==> config.mk <==
export PLATFORM = sky130hd
export DESIGN_NAME = dual_dac_serial_command_logic
export DESIGN_NICKNAME = d
export VERILOG_FILES = /design/src/logic/dual_dac_cmd_pkg.sv /design/src/logic/pin_sync.sv /design/src/logic/dual_dac_serial_command_logic.sv
export SDC_FILE = /design/constraint.sdc
export NUM_CORES = 1
export LEC_CHECK = 0
export ABC_AREA = 1
export BUFFER_PORTS_ARGS = -buffer_cell sky130_fd_sc_hd__buf_2
export CAP_MARGIN = 0
export CELL_PAD_IN_SITES_DETAIL_PLACEMENT = 0
export CELL_PAD_IN_SITES_GLOBAL_PLACEMENT = 1
export CORE_MARGIN = 2
export CORE_UTILIZATION = 35
export DETAILED_ROUTE_END_ITERATION = 8
export GPL_TIMING_DRIVEN = 1
export PLACE_DENSITY = 0.78
export RECOVER_POWER = 100
export SETUP_SLACK_MARGIN = 0.15
export SYNTH_ARGS = -nofsm -noshare
export SYNTH_HDL_FRONTEND = slang
export SYNTH_SLANG_ARGS = --single-unit
export TNS_END_PERCENT = 100
==> constraint.sdc <==
create_clock -name ref_clk_i -period 3 [get_ports ref_clk_i]
set_input_delay 0 -clock ref_clk_i [delete_from_list [all_inputs] [get_ports ref_clk_i]]
set_output_delay 0 -clock ref_clk_i [all_outputs]
set_load 0.005 [all_outputs]
==> src/logic/dual_dac_cmd_pkg.sv <==
// Purpose: Shared constants for the dual converter serial command logic.
// Assumes: Serial word of 16 bits, command nibble first, each field MSB first.
// Notes:   Command codes select input loads, output transfer and sleep state.
package dual_dac_cmd_pkg;
    localparam int unsigned WORD_WIDTH   = 16;
    localparam int unsigned CMD_WIDTH    = 4;
    localparam int unsigned CODE_WIDTH   = 10;
    localparam int unsigned FILL_WIDTH   = 2;
    localparam int unsigned CMD_MSB      = 15;
    localparam int unsigned CMD_LSB      = 12;
    localparam int unsigned CODE_MSB     = 11;
    localparam int unsigned CODE_LSB     = 2;
    localparam int unsigned CNT_WIDTH    = 5;
    localparam logic [CNT_WIDTH-1:0]  BITS_PER_WORD = 5'h10;
    localparam logic [CODE_WIDTH-1:0] CODE_RESET    = 10'h000;
    localparam logic [WORD_WIDTH-1:0] WORD_RESET    = 16'h0000;
    localparam logic                  CSL_IDLE_LEVEL = 1'b1;
    localparam int unsigned FULL_SCALE_STEPS = 1024;

    localparam logic [CMD_WIDTH-1:0] CMD_NOP        = 4'h0;
    localparam logic [CMD_WIDTH-1:0] CMD_LOAD_A     = 4'h1;
    localparam logic [CMD_WIDTH-1:0] CMD_LOAD_B     = 4'h2;
    localparam logic [CMD_WIDTH-1:0] CMD_UPDATE     = 4'h8;
    localparam logic [CMD_WIDTH-1:0] CMD_LOAD_A_UPD = 4'h9;
    localparam logic [CMD_WIDTH-1:0] CMD_LOAD_B_UPD = 4'ha;
    localparam logic [CMD_WIDTH-1:0] CMD_WAKE       = 4'hd;
    localparam logic [CMD_WIDTH-1:0] CMD_SLEEP      = 4'he;
    localparam logic [CMD_WIDTH-1:0] CMD_LOAD_ALL   = 4'hf;
endpackage

==> src/logic/pin_sync.sv <==
// Purpose: Two-flop synchroniser with edge detection for one pin.
// Assumes: Pin changes slowly relative to the sampling clock.
// Notes:   Edges are found on the second stage and a third flop only.
//          Reset loads the pin's idle level so that no false edge follows it.
`timescale 1ns/1ps
`default_nettype none
module pin_sync #(
    parameter logic IDLE_LEVEL = 1'b0
) (
    input  wire logic ref_clk_i,
    input  wire logic srst_i,
    input  wire logic pin_i,
    output logic      level_o,
    output logic      rise_o,
    output logic      fall_o
);
    logic meta_ff;
    logic sync_ff;
    logic prev_ff;

    always_ff @(posedge ref_clk_i) begin
        if (srst_i) begin
            meta_ff <= IDLE_LEVEL;
            sync_ff <= IDLE_LEVEL;
            prev_ff <= IDLE_LEVEL;
        end else begin
            meta_ff <= pin_i;
            sync_ff <= meta_ff;
            prev_ff <= sync_ff;
        end
    end

    assign level_o = sync_ff;
    assign rise_o  = sync_ff & ~prev_ff;
    assign fall_o  = ~sync_ff & prev_ff;
endmodule
`default_nettype wire

==> src/logic/dual_dac_serial_command_logic.sv <==
// Purpose: Serial command decoder and double-buffered registers of a dual converter.
// Assumes: Serial clock well below a quarter of ref_clk_i; all pins sampled twice.
// Notes:   Chip select reset state is high so no word starts during reset.
//
// How it works
// - Select low: shift data on serial rising edge.
// - Word is command, code, two filler bits.
// - Select rising after full word runs command.
// - Select high: serial edges shift nothing.
// - Each channel: input and output register.
// - Output registers always update both together.
// - Sleep command disables analog, keeps registers.
// - Sleep ignores code field, registers unchanged.
// - Waking restores held outputs not rewritten.
// - Loads keep sleep; update command wakes, transfers.
// - Power-up leaves both outputs at zero.
// - Output code is unsigned fraction of reference.
// - No-operation command changes nothing.
// - Load one channel, transfer both, wake.
// - Wake command changes no register.
// - Same code to both, transfer, wake.
`timescale 1ns/1ps
`default_nettype none
module dual_dac_serial_command_logic
    import dual_dac_cmd_pkg::*;
(
    input  wire logic                  ref_clk_i,
    input  wire logic                  srst_i,
    input  wire logic                  chip_select_load_i,
    input  wire logic                  serial_clock_i,
    input  wire logic                  serial_data_i,
    output logic [CODE_WIDTH-1:0]      channel_a_output_o,
    output logic [CODE_WIDTH-1:0]      channel_b_output_o,
    output logic [CODE_WIDTH-1:0]      input_a_o,
    output logic [CODE_WIDTH-1:0]      input_b_o,
    output logic                       sleep_o,
    output logic                       analog_enable_o,
    output logic                       output_hiz_o,
    output logic                       word_done_o,
    output logic                       word_error_o
);

    // =====================================================================
    // Command decode
    // =====================================================================
    typedef struct packed {
        logic load_a;
        logic load_b;
        logic transfer;
        logic wake;
        logic sleep;
    } cmd_action_type;

    // Decode is used for both the executed word and the error flag.
    function automatic cmd_action_type decode_cmd(input logic [CMD_WIDTH-1:0] cmd);
        cmd_action_type act;
        act = '0;
        case (cmd)
            CMD_NOP: begin
                act = '0;
            end
            CMD_LOAD_A: begin
                act.load_a = 1'b1;
            end
            CMD_LOAD_B: begin
                act.load_b = 1'b1;
            end
            CMD_UPDATE: begin
                act.transfer = 1'b1;
                act.wake     = 1'b1;
            end
            CMD_LOAD_A_UPD: begin
                act.load_a   = 1'b1;
                act.transfer = 1'b1;
                act.wake     = 1'b1;
            end
            CMD_LOAD_B_UPD: begin
                act.load_b   = 1'b1;
                act.transfer = 1'b1;
                act.wake     = 1'b1;
            end
            CMD_WAKE: begin
                act.wake = 1'b1;
            end
            CMD_SLEEP: begin
                act.sleep = 1'b1;
            end
            CMD_LOAD_ALL: begin
                act.load_a   = 1'b1;
                act.load_b   = 1'b1;
                act.transfer = 1'b1;
                act.wake     = 1'b1;
            end
            default: begin
                act = '0;
            end
        endcase
        return act;
    endfunction

    // The no-operation code decodes to no action, so it is named explicitly.
    function automatic logic is_known_cmd(input logic [CMD_WIDTH-1:0] cmd);
        return (cmd == CMD_NOP) || (decode_cmd(cmd) != '0);
    endfunction

    // =====================================================================
    // Pin synchronisers
    // =====================================================================
    logic csl_level;
    logic csl_rise;
    logic csl_fall;
    logic sck_rise;
    logic din_level;

    // The select pin idles high; flops reset low would report a false rising
    // edge, and so a refused word, just after reset.
    pin_sync #(
        .IDLE_LEVEL (CSL_IDLE_LEVEL)
    ) u_sync_csl (
        .ref_clk_i (ref_clk_i),
        .srst_i    (srst_i),
        .pin_i     (chip_select_load_i),
        .level_o   (csl_level),
        .rise_o    (csl_rise),
        .fall_o    (csl_fall)
    );

    pin_sync u_sync_sck (
        .ref_clk_i (ref_clk_i),
        .srst_i    (srst_i),
        .pin_i     (serial_clock_i),
        .level_o   (),
        .rise_o    (sck_rise),
        .fall_o    ()
    );

    // Data passes the same two-flop delay as the clock, so it is sampled as
    // it stood at the serial rising edge.
    pin_sync u_sync_din (
        .ref_clk_i (ref_clk_i),
        .srst_i    (srst_i),
        .pin_i     (serial_data_i),
        .level_o   (din_level),
        .rise_o    (),
        .fall_o    ()
    );

    // =====================================================================
    // Shift register
    // =====================================================================
    logic [WORD_WIDTH-1:0] shift_ff;
    logic [CNT_WIDTH-1:0]  count_ff;

    // The select level lags its pin by the same two flops as the serial clock,
    // so the gate and the detected edge line up.
    always_ff @(posedge ref_clk_i) begin
        if (srst_i) begin
            shift_ff <= WORD_RESET;
        end else if (sck_rise && !csl_level) begin
            shift_ff <= {shift_ff[WORD_WIDTH-2:0], din_level};
        end
    end

    // The count saturates so that a word longer than sixteen bits still
    // executes on the last sixteen shifted in, as a plain shift register would.
    always_ff @(posedge ref_clk_i) begin
        if (srst_i) begin
            count_ff <= '0;
        end else if (csl_fall) begin
            count_ff <= '0;
        end else if (sck_rise && !csl_level && count_ff != BITS_PER_WORD) begin
            count_ff <= count_ff + CNT_WIDTH'(1);
        end
    end

    // =====================================================================
    // Execute on chip select rising
    // =====================================================================
    logic [CMD_WIDTH-1:0]  rx_cmd;
    logic [CODE_WIDTH-1:0] rx_code;
    logic                  word_full;
    logic                  exec;
    cmd_action_type        act;

    // Sixteen or more edges since select fell make a word that executes.
    assign rx_cmd    = shift_ff[CMD_MSB:CMD_LSB];
    assign rx_code   = shift_ff[CODE_MSB:CODE_LSB];
    assign word_full = (count_ff == BITS_PER_WORD);
    assign exec      = csl_rise && word_full;
    assign act       = decode_cmd(rx_cmd);

    // =====================================================================
    // Holding and output registers
    // =====================================================================
    logic [CODE_WIDTH-1:0] in_a_ff;
    logic [CODE_WIDTH-1:0] in_b_ff;
    logic [CODE_WIDTH-1:0] out_a_ff;
    logic [CODE_WIDTH-1:0] out_b_ff;
    logic [CODE_WIDTH-1:0] nxt_in_a;
    logic [CODE_WIDTH-1:0] nxt_in_b;
    logic                  sleep_ff;

    always_comb begin
        nxt_in_a = in_a_ff;
        nxt_in_b = in_b_ff;
        if (exec && act.load_a) begin
            nxt_in_a = rx_code;
        end
        if (exec && act.load_b) begin
            nxt_in_b = rx_code;
        end
    end

    always_ff @(posedge ref_clk_i) begin
        if (srst_i) begin
            in_a_ff <= CODE_RESET;
            in_b_ff <= CODE_RESET;
        end else begin
            in_a_ff <= nxt_in_a;
            in_b_ff <= nxt_in_b;
        end
    end

    // Transfer uses the new input values, so a combined load-and-update
    // lands the fresh code in the same cycle.
    always_ff @(posedge ref_clk_i) begin
        if (srst_i) begin
            out_a_ff <= CODE_RESET;
            out_b_ff <= CODE_RESET;
        end else if (exec && act.transfer) begin
            out_a_ff <= nxt_in_a;
            out_b_ff <= nxt_in_b;
        end
    end

    // =====================================================================
    // Sleep state
    // =====================================================================
    // No code both sleeps and wakes, so the branch order only matters if the
    // command table ever grows.
    always_ff @(posedge ref_clk_i) begin
        if (srst_i) begin
            sleep_ff <= 1'b0;
        end else if (exec && act.sleep) begin
            sleep_ff <= 1'b1;
        end else if (exec && act.wake) begin
            sleep_ff <= 1'b0;
        end
    end

    // =====================================================================
    // Outputs
    // =====================================================================
    always_ff @(posedge ref_clk_i) begin
        if (srst_i) begin
            channel_a_output_o <= CODE_RESET;
            channel_b_output_o <= CODE_RESET;
            input_a_o          <= CODE_RESET;
            input_b_o          <= CODE_RESET;
        end else begin
            channel_a_output_o <= out_a_ff;
            channel_b_output_o <= out_b_ff;
            input_a_o          <= in_a_ff;
            input_b_o          <= in_b_ff;
        end
    end

    // The channel codes keep standing during sleep; the high-impedance flag
    // tells the analog side to release the pins instead.
    always_ff @(posedge ref_clk_i) begin
        if (srst_i) begin
            sleep_o         <= 1'b0;
            analog_enable_o <= 1'b1;
            output_hiz_o    <= 1'b0;
        end else begin
            sleep_o         <= sleep_ff;
            analog_enable_o <= ~sleep_ff;
            output_hiz_o    <= sleep_ff;
        end
    end

    // Every full word pulses done, a no-operation and a reserved code included.
    always_ff @(posedge ref_clk_i) begin
        if (srst_i) begin
            word_done_o <= 1'b0;
        end else begin
            word_done_o <= exec;
        end
    end

    // A short word is reported and never executed; a reserved code is reported and executes with no action.
    always_ff @(posedge ref_clk_i) begin
        if (srst_i) begin
            word_error_o <= 1'b0;
        end else begin
            word_error_o <= csl_rise && (!word_full || !is_known_cmd(rx_cmd));
        end
    end

endmodule
`default_nettype wire

# ---- Word level (Yosys, flattened, before mapping)
# Cells that the tools add are included.
dict set report op_classes {
  addsub 1
  n_eq_ne 10
  n_mux 14
  bitwise 7
  reduce_logical 22
}
# op n
set op_table {}
lappend op_table {{equality test 4 bit (second input constant)} 6}
lappend op_table {{two-way mux 10 bit} 2}
lappend op_table {{two-way mux 1 bit} 12}
lappend op_table {{logical AND 1 bit} 9}
lappend op_table {{OR reduction 3 bit} 2}
lappend op_table {{adder 5 x 1 -> 5 bit (second input constant)} 1}
lappend op_table {{equality test 5 bit (second input constant)} 1}
lappend op_table {{!= test 5 bit (second input constant)} 1}
lappend op_table {{nonzero test 5 bit} 1}
lappend op_table {{OR reduction 5 bit} 1}
lappend op_table {{equality test 4 x 1 -> 1 bit (second input constant)} 1}
lappend op_table {{equality test 4 x 2 -> 1 bit (second input constant)} 1}
lappend op_table {{logical NOT 4 bit} 1}
lappend op_table {{NOT 1 bit} 4}
lappend op_table {{OR reduction 4 bit} 1}
lappend op_table {{bitwise AND 1 bit} 3}
lappend op_table {{logical NOT 1 bit} 3}
lappend op_table {{logical OR 1 bit} 2}
lappend op_table {{nonzero test 2 bit} 1}
lappend op_table {{OR reduction 2 bit} 1}
dict set report totals {
  register_bits 114
  wordCells 77
}

# ---- Logic depth before layout (Yosys ltp)
dict set report depth {
  ltp_word 9
  mapped_depth 12
  ltp_nobuf 11
}

# ---- By module
# A second synthesis with hierarchy kept.
dict set report unflattened {
  cells_unflattened 497
  area_unflattened_um2 4087.7
}
# mod instances cells_each area_each_um2 seq_area_each_um2
set by_module_without_submodules {}
lappend by_module_without_submodules {dual_dac_serial_command_logic 1 460 3802.4 2122.0}
lappend by_module_without_submodules {{pin_sync (u_sync_din ...)} 2 12 93.8 60.1}
lappend by_module_without_submodules {{pin_sync (u_sync_csl)} 1 13 97.6 60.1}

# ---- Worst setup path after synthesis
# OpenSTA, ideal clock, no wires.
dict set report synth_timing {
  path_kind {flip-flop to flip-flop}
  start {register count_ff[0]}
  end {register out_a_ff[5]}
  t_arrival_ns 1.254
  t_required_ns 2.891
  setup_slack_ns 1.637
  path_stages_with_launch 13
  path_buffers 1
  period_less_slack_ns 1.363
  cell_sequence {dfxtp_1 inv_1 ha_1 nand2_1 inv_1 nand2_2 nor2_8 nand2_4 inv_2 buf_6 nand3_1 nand2_1 inv_1}
}
dict set report synth_via {
  elab_chain_len 4
  elab_cells_between_ends 5
  classes_between {eq/ne (1); mux (1); reduce/logical (3)}
}
# item line
set synth_lines {}
lappend synth_lines {{start, declared} dual_dac_serial_command_logic.sv:152} ;# logic [CNT_WIDTH-1:0] count_ff;
lappend synth_lines {{start signal, assigned} dual_dac_serial_command_logic.sv:172} ;# count_ff <= count_ff + CNT_WIDTH'(1);
lappend synth_lines {{equality test 5 bit *} dual_dac_serial_command_logic.sv:188} ;# assign word_full = (count_ff == BITS_PER_WORD);
lappend synth_lines {{logical AND 1 bit *} dual_dac_serial_command_logic.sv:189} ;# assign exec = csl_rise && word_full;
lappend synth_lines {{logical AND 1 bit} dual_dac_serial_command_logic.sv:206} ;# if (exec && act.load_a) begin
lappend synth_lines {{two-way mux 10 bit} dual_dac_serial_command_logic.sv:206}
lappend synth_lines {{end signal, assigned} dual_dac_serial_command_logic.sv:231} ;# out_a_ff <= nxt_in_a;
lappend synth_lines {{end, declared} dual_dac_serial_command_logic.sv:197} ;# logic [CODE_WIDTH-1:0] out_a_ff;
# Mark *: on every way between the ends. The rest lies on a longest branch, timed or not.
# A chain may end at the register's enable or synchronous reset.

# ---- Worst setup path in the final report
dict set report layout_timing {
  start {register count_ff[0]}
  end {register out_a_ff[6]}
}
# Same word-level chain as after synthesis.

==> impl_metrics.csv <==
group,metric,value,unit
status,status,"complete, but fails checks",
status,failed_checks,"capacitance limit, slew limit",
routing,drt_wl_total,7.61,mm
floorplanning,start_util,36.2,%
synthesis,ys_seq_area_share,57.6,%
placement,gp_congestion,0.778,
layout,utilization,43.7,%
layout,mostFrequentLayoutCells,"dfxtp_1 (114), nand2_1 (89), inv_1 (81), a21oi_1 (63), nor2_1 (49)",
worst_setup_path,critPathKind,"register to register",
global_routing,grt.total_usage,13.5,%
placement,dp.cells,653,
sta,timing.final.hold_violations,0,
routing,vias,3015,
sta,finClkSkew,0.00892,ns
global_routing,top_usage_layer,"met2",
power,power_frac_comb,1.3,%
min_path,hp-class,"input pin to register",
power,peakVddDrop,315,µV
sta,min_period_over_period,78.4,%
global_routing,grt_use_met3,4.17,%
worst_setup_path,startpoint_type,"register",
synthesis,synth_edf_count,0,
job,cap_violations,1,
routing,ant_nets,0,
worst_setup_path,regToRegSetupSlack,0.65,ns
clock_tree,root_buffer,"clkbuf_16",
synthesis,avgSynthCellArea,8.18,µm²
sta,slew_headroom,-23.5,%
layout,synthToLayoutAreaGrowth,20.6,%
layout,nNetsFinal,542,
power,total_power,3.38,mW
synthesis,async_reset_ff_share,0,%
worst_setup_path,worstSetupEndpointType,"register",
clock_tree,cts.clk_slew.worst_paths,0.05,ns
synthesis,yosys.area.top_type,"dfxtp_1",
floorplanning,coreArea,10900,µm²
clock_tree,cts_tree,"built",
sta,rsz0062_at_grt,"false",
sta,period_needed,2.35,ns
sta,finalSetupTns,0,ns
global_routing,grt_pass1_wl,12.4,mm
global_routing,grt_max_degree,55,
clock_tree,numCtsBuffers,17,
layout,layout_commonest_cell,"dfxtp_1",
global_routing,antenna_found_initial,0,
synthesis,syn-num-nets,491,
sta,final-setup-viol-count,0,
worst_setup_path,ff2ff_path_depth,11,
global_routing,grtUsageMet1,16.9,%
global_routing,grt_overflow,0,
clock_tree,h-tree-depth,4,
layout,antennaDiodeCount,0,
clock_tree,cts.path.max_buffers,2,
worst_setup_path,crit_path_start,"count_ff[0]",
worst_setup_path,crit_path_max_fanout,24,
routing,wire_per_inst,11.1,µm
layout,fillers,1160,
routing,drc,0,
floorplanning,die-area,12200,µm²
sta,worst_pin_slew,1.85,ns
sta,fmax,425,MHz
floorplanning,die_x,110,µm
synthesis,synth_top_cell_area_share,57.6,%
min_path,min_path_cells,3,
power,internal-power,2.69,mW
placement,dp_hpwl,4.86,mm
sta,drv_slew,48,
floorplanning,ioPinCount,50,
synthesis,syn-cell-area,3960,µm²
synthesis,ys.flop_type,"dfxtp_1",
layout,layout.cells.non_filler,686,
routing,via_per_inst,4.40,
worst_setup_path,worstPathArrival,2.65,ns
worst_setup_path,crit_required,3.30,ns
synthesis,ys_seq_elements,114,
global_routing,grt_pass1_vias,2705,
worst_setup_path,r2r_end,"out_a_ff[6]",
worst_setup_path,setup.worst_path.end,"out_a_ff[6]",
routing,drt-initial-drc-count,211,
placement,place_area,4250,µm²
power,p_leak,2.00,nW
clock_tree,cts_resized,0,
worst_setup_path,r2r_start,"count_ff[0]",
layout,fin_area,4780,µm²
layout,drive_gt1_share,9.71,%
power,power_density,708,nW/µm²
synthesis,synth_cells,484,
synthesis,synth_top_cells_by_area,"dfxtp_1 (58%), nand2_1 (8.1%), a21oi_1 (8.0%), inv_1 (7.6%), nand3_1 (5.8%)",
floorplanning,die_y,110,µm
placement,port_buffers,49,
power,power.switching,688,µW
power,sw_frac_of_total,20.3,%
floorplanning,fp-row-count,38,
power,pwr-share-seq,45.1,%
synthesis,synth_warnings,0,
clock_tree,clkLatencyLatePin,0.41,ns
global_routing,met2_usage,20.6,%
power,p_clk_share,53.7,%
synthesis,ys_types,23,
routing,dr.pass1.iters,5,
clock_tree,cts_sinks,114,
==> area by class of cell <==
type	count	area, µm²	area share (%)
repair buffers	54	245	5.13
well taps	140	175	3.67
clock buffers	20	457	9.56
flip-flops and latches	114	2280	47.8
clock inverters	10	87.6	1.83
inverters	81	304	6.37
multi-input cells	267	1220	25.6
==> Yosys cell counts, types with 2 or more instances <==
cell type,count
buf_4,5
nor2_1,49
dfxtp_1,114
buf_2,3
clkbuf_1,8
buf_6,5
ha_1,2
o21ai_0,8
nand2_2,4
nand3_1,46
nand2_1,86
inv_1,80
or2_2,2
a21oi_1,63
==> cell families (layout without fill, tap and decap cells) <==
group,Yosys count,in the layout,synth area share [%]
buf+inv,103,165,11.3
fa+ha+maj,2,2,0.632
simple gates,192,192,21.1
compound gates,71,71,8.97
xor+xnor,2,2,0.442
flops,114,114,57.6
==> worst max-delay path: stages, from the launching register on <==
cell and delay (ns):
dfxtp_1 0.33, inv_1 0.08, ha_1 0.14, nand2_1 0.05, inv_1 0.05, nand2_1 0.15
nor2_8 0.33, nand2_4 0.24, inv_1 0.57, nand3_1 0.16, nand2_1 0.09, inv_1 0.04
==> through the flow <==
step | setup slack [ns] | hold WS [ns]
final | 0.648 | 0.167
after global routing | 0.439 | 0.191
after CTS | 0.952 | 0.130
after detailed placement | 0.963 | 0.193
after global placement | 0.996 | 0.190
after floorplan | 1.64 | 0.104
==> per-layer routing <==
metal | up-vias | share of wire [%]
li1 | 1592 | -
met1 | 1356 | 49
met2 | 58 | 45
met3 | 9 | 4.9
met4 | 0 | 1.2
met5 | - | 0
==> worst min-delay path by stage <==
| stage | start | endpoint | slack, ns |
|---|---|---|---|
| 6_report | srst_i | u_sync_sck.prev_ff | 0.17 |
| 3_3_place_gp | chip_select_load_i | u_sync_csl.meta_ff | 0.19 |
| 3_5_place_dp | chip_select_load_i | u_sync_csl.meta_ff | 0.19 |
| 4_1_cts | srst_i | input_a_o[4] | 0.13 |
| 5_1_grt | srst_i | u_sync_sck.meta_ff | 0.19 |
| 2_1_floorplan | chip_select_load_i | u_sync_csl.meta_ff | 0.10 |
==> state kept, by name, indices dropped and copies added (netlist names), 5 cells and up <==
register and cells:
shift_ff 16, out_a_ff 10, out_b_ff 10, channel_a_output_o 10
channel_b_output_o 10, count_ff 5, input_b_o 10, in_b_ff 10
input_a_o 10, in_a_ff 10
==> power by group through the flow <==
stage | clock, mW | sequential (mW) | combinational, mW
4_1_cts | 1.86 | 1.52 | 0.0436
5_1_grt | 1.92 | 1.52 | 0.0480
3_3_place_gp | 0 | 1.56 | 0.0400
2_1_floorplan | 0 | 1.56 | 0.0314
6_report | 1.81 | 1.53 | 0.0423
3_5_place_dp | 0 | 1.56 | 0.0406
==> what timing repair did <==
action,CTS,global route
hold endpoints to repair,3,0
hold buffers,3,0
setup buffers,0,0
Note: power is estimated with default switching activity, not from simulation.
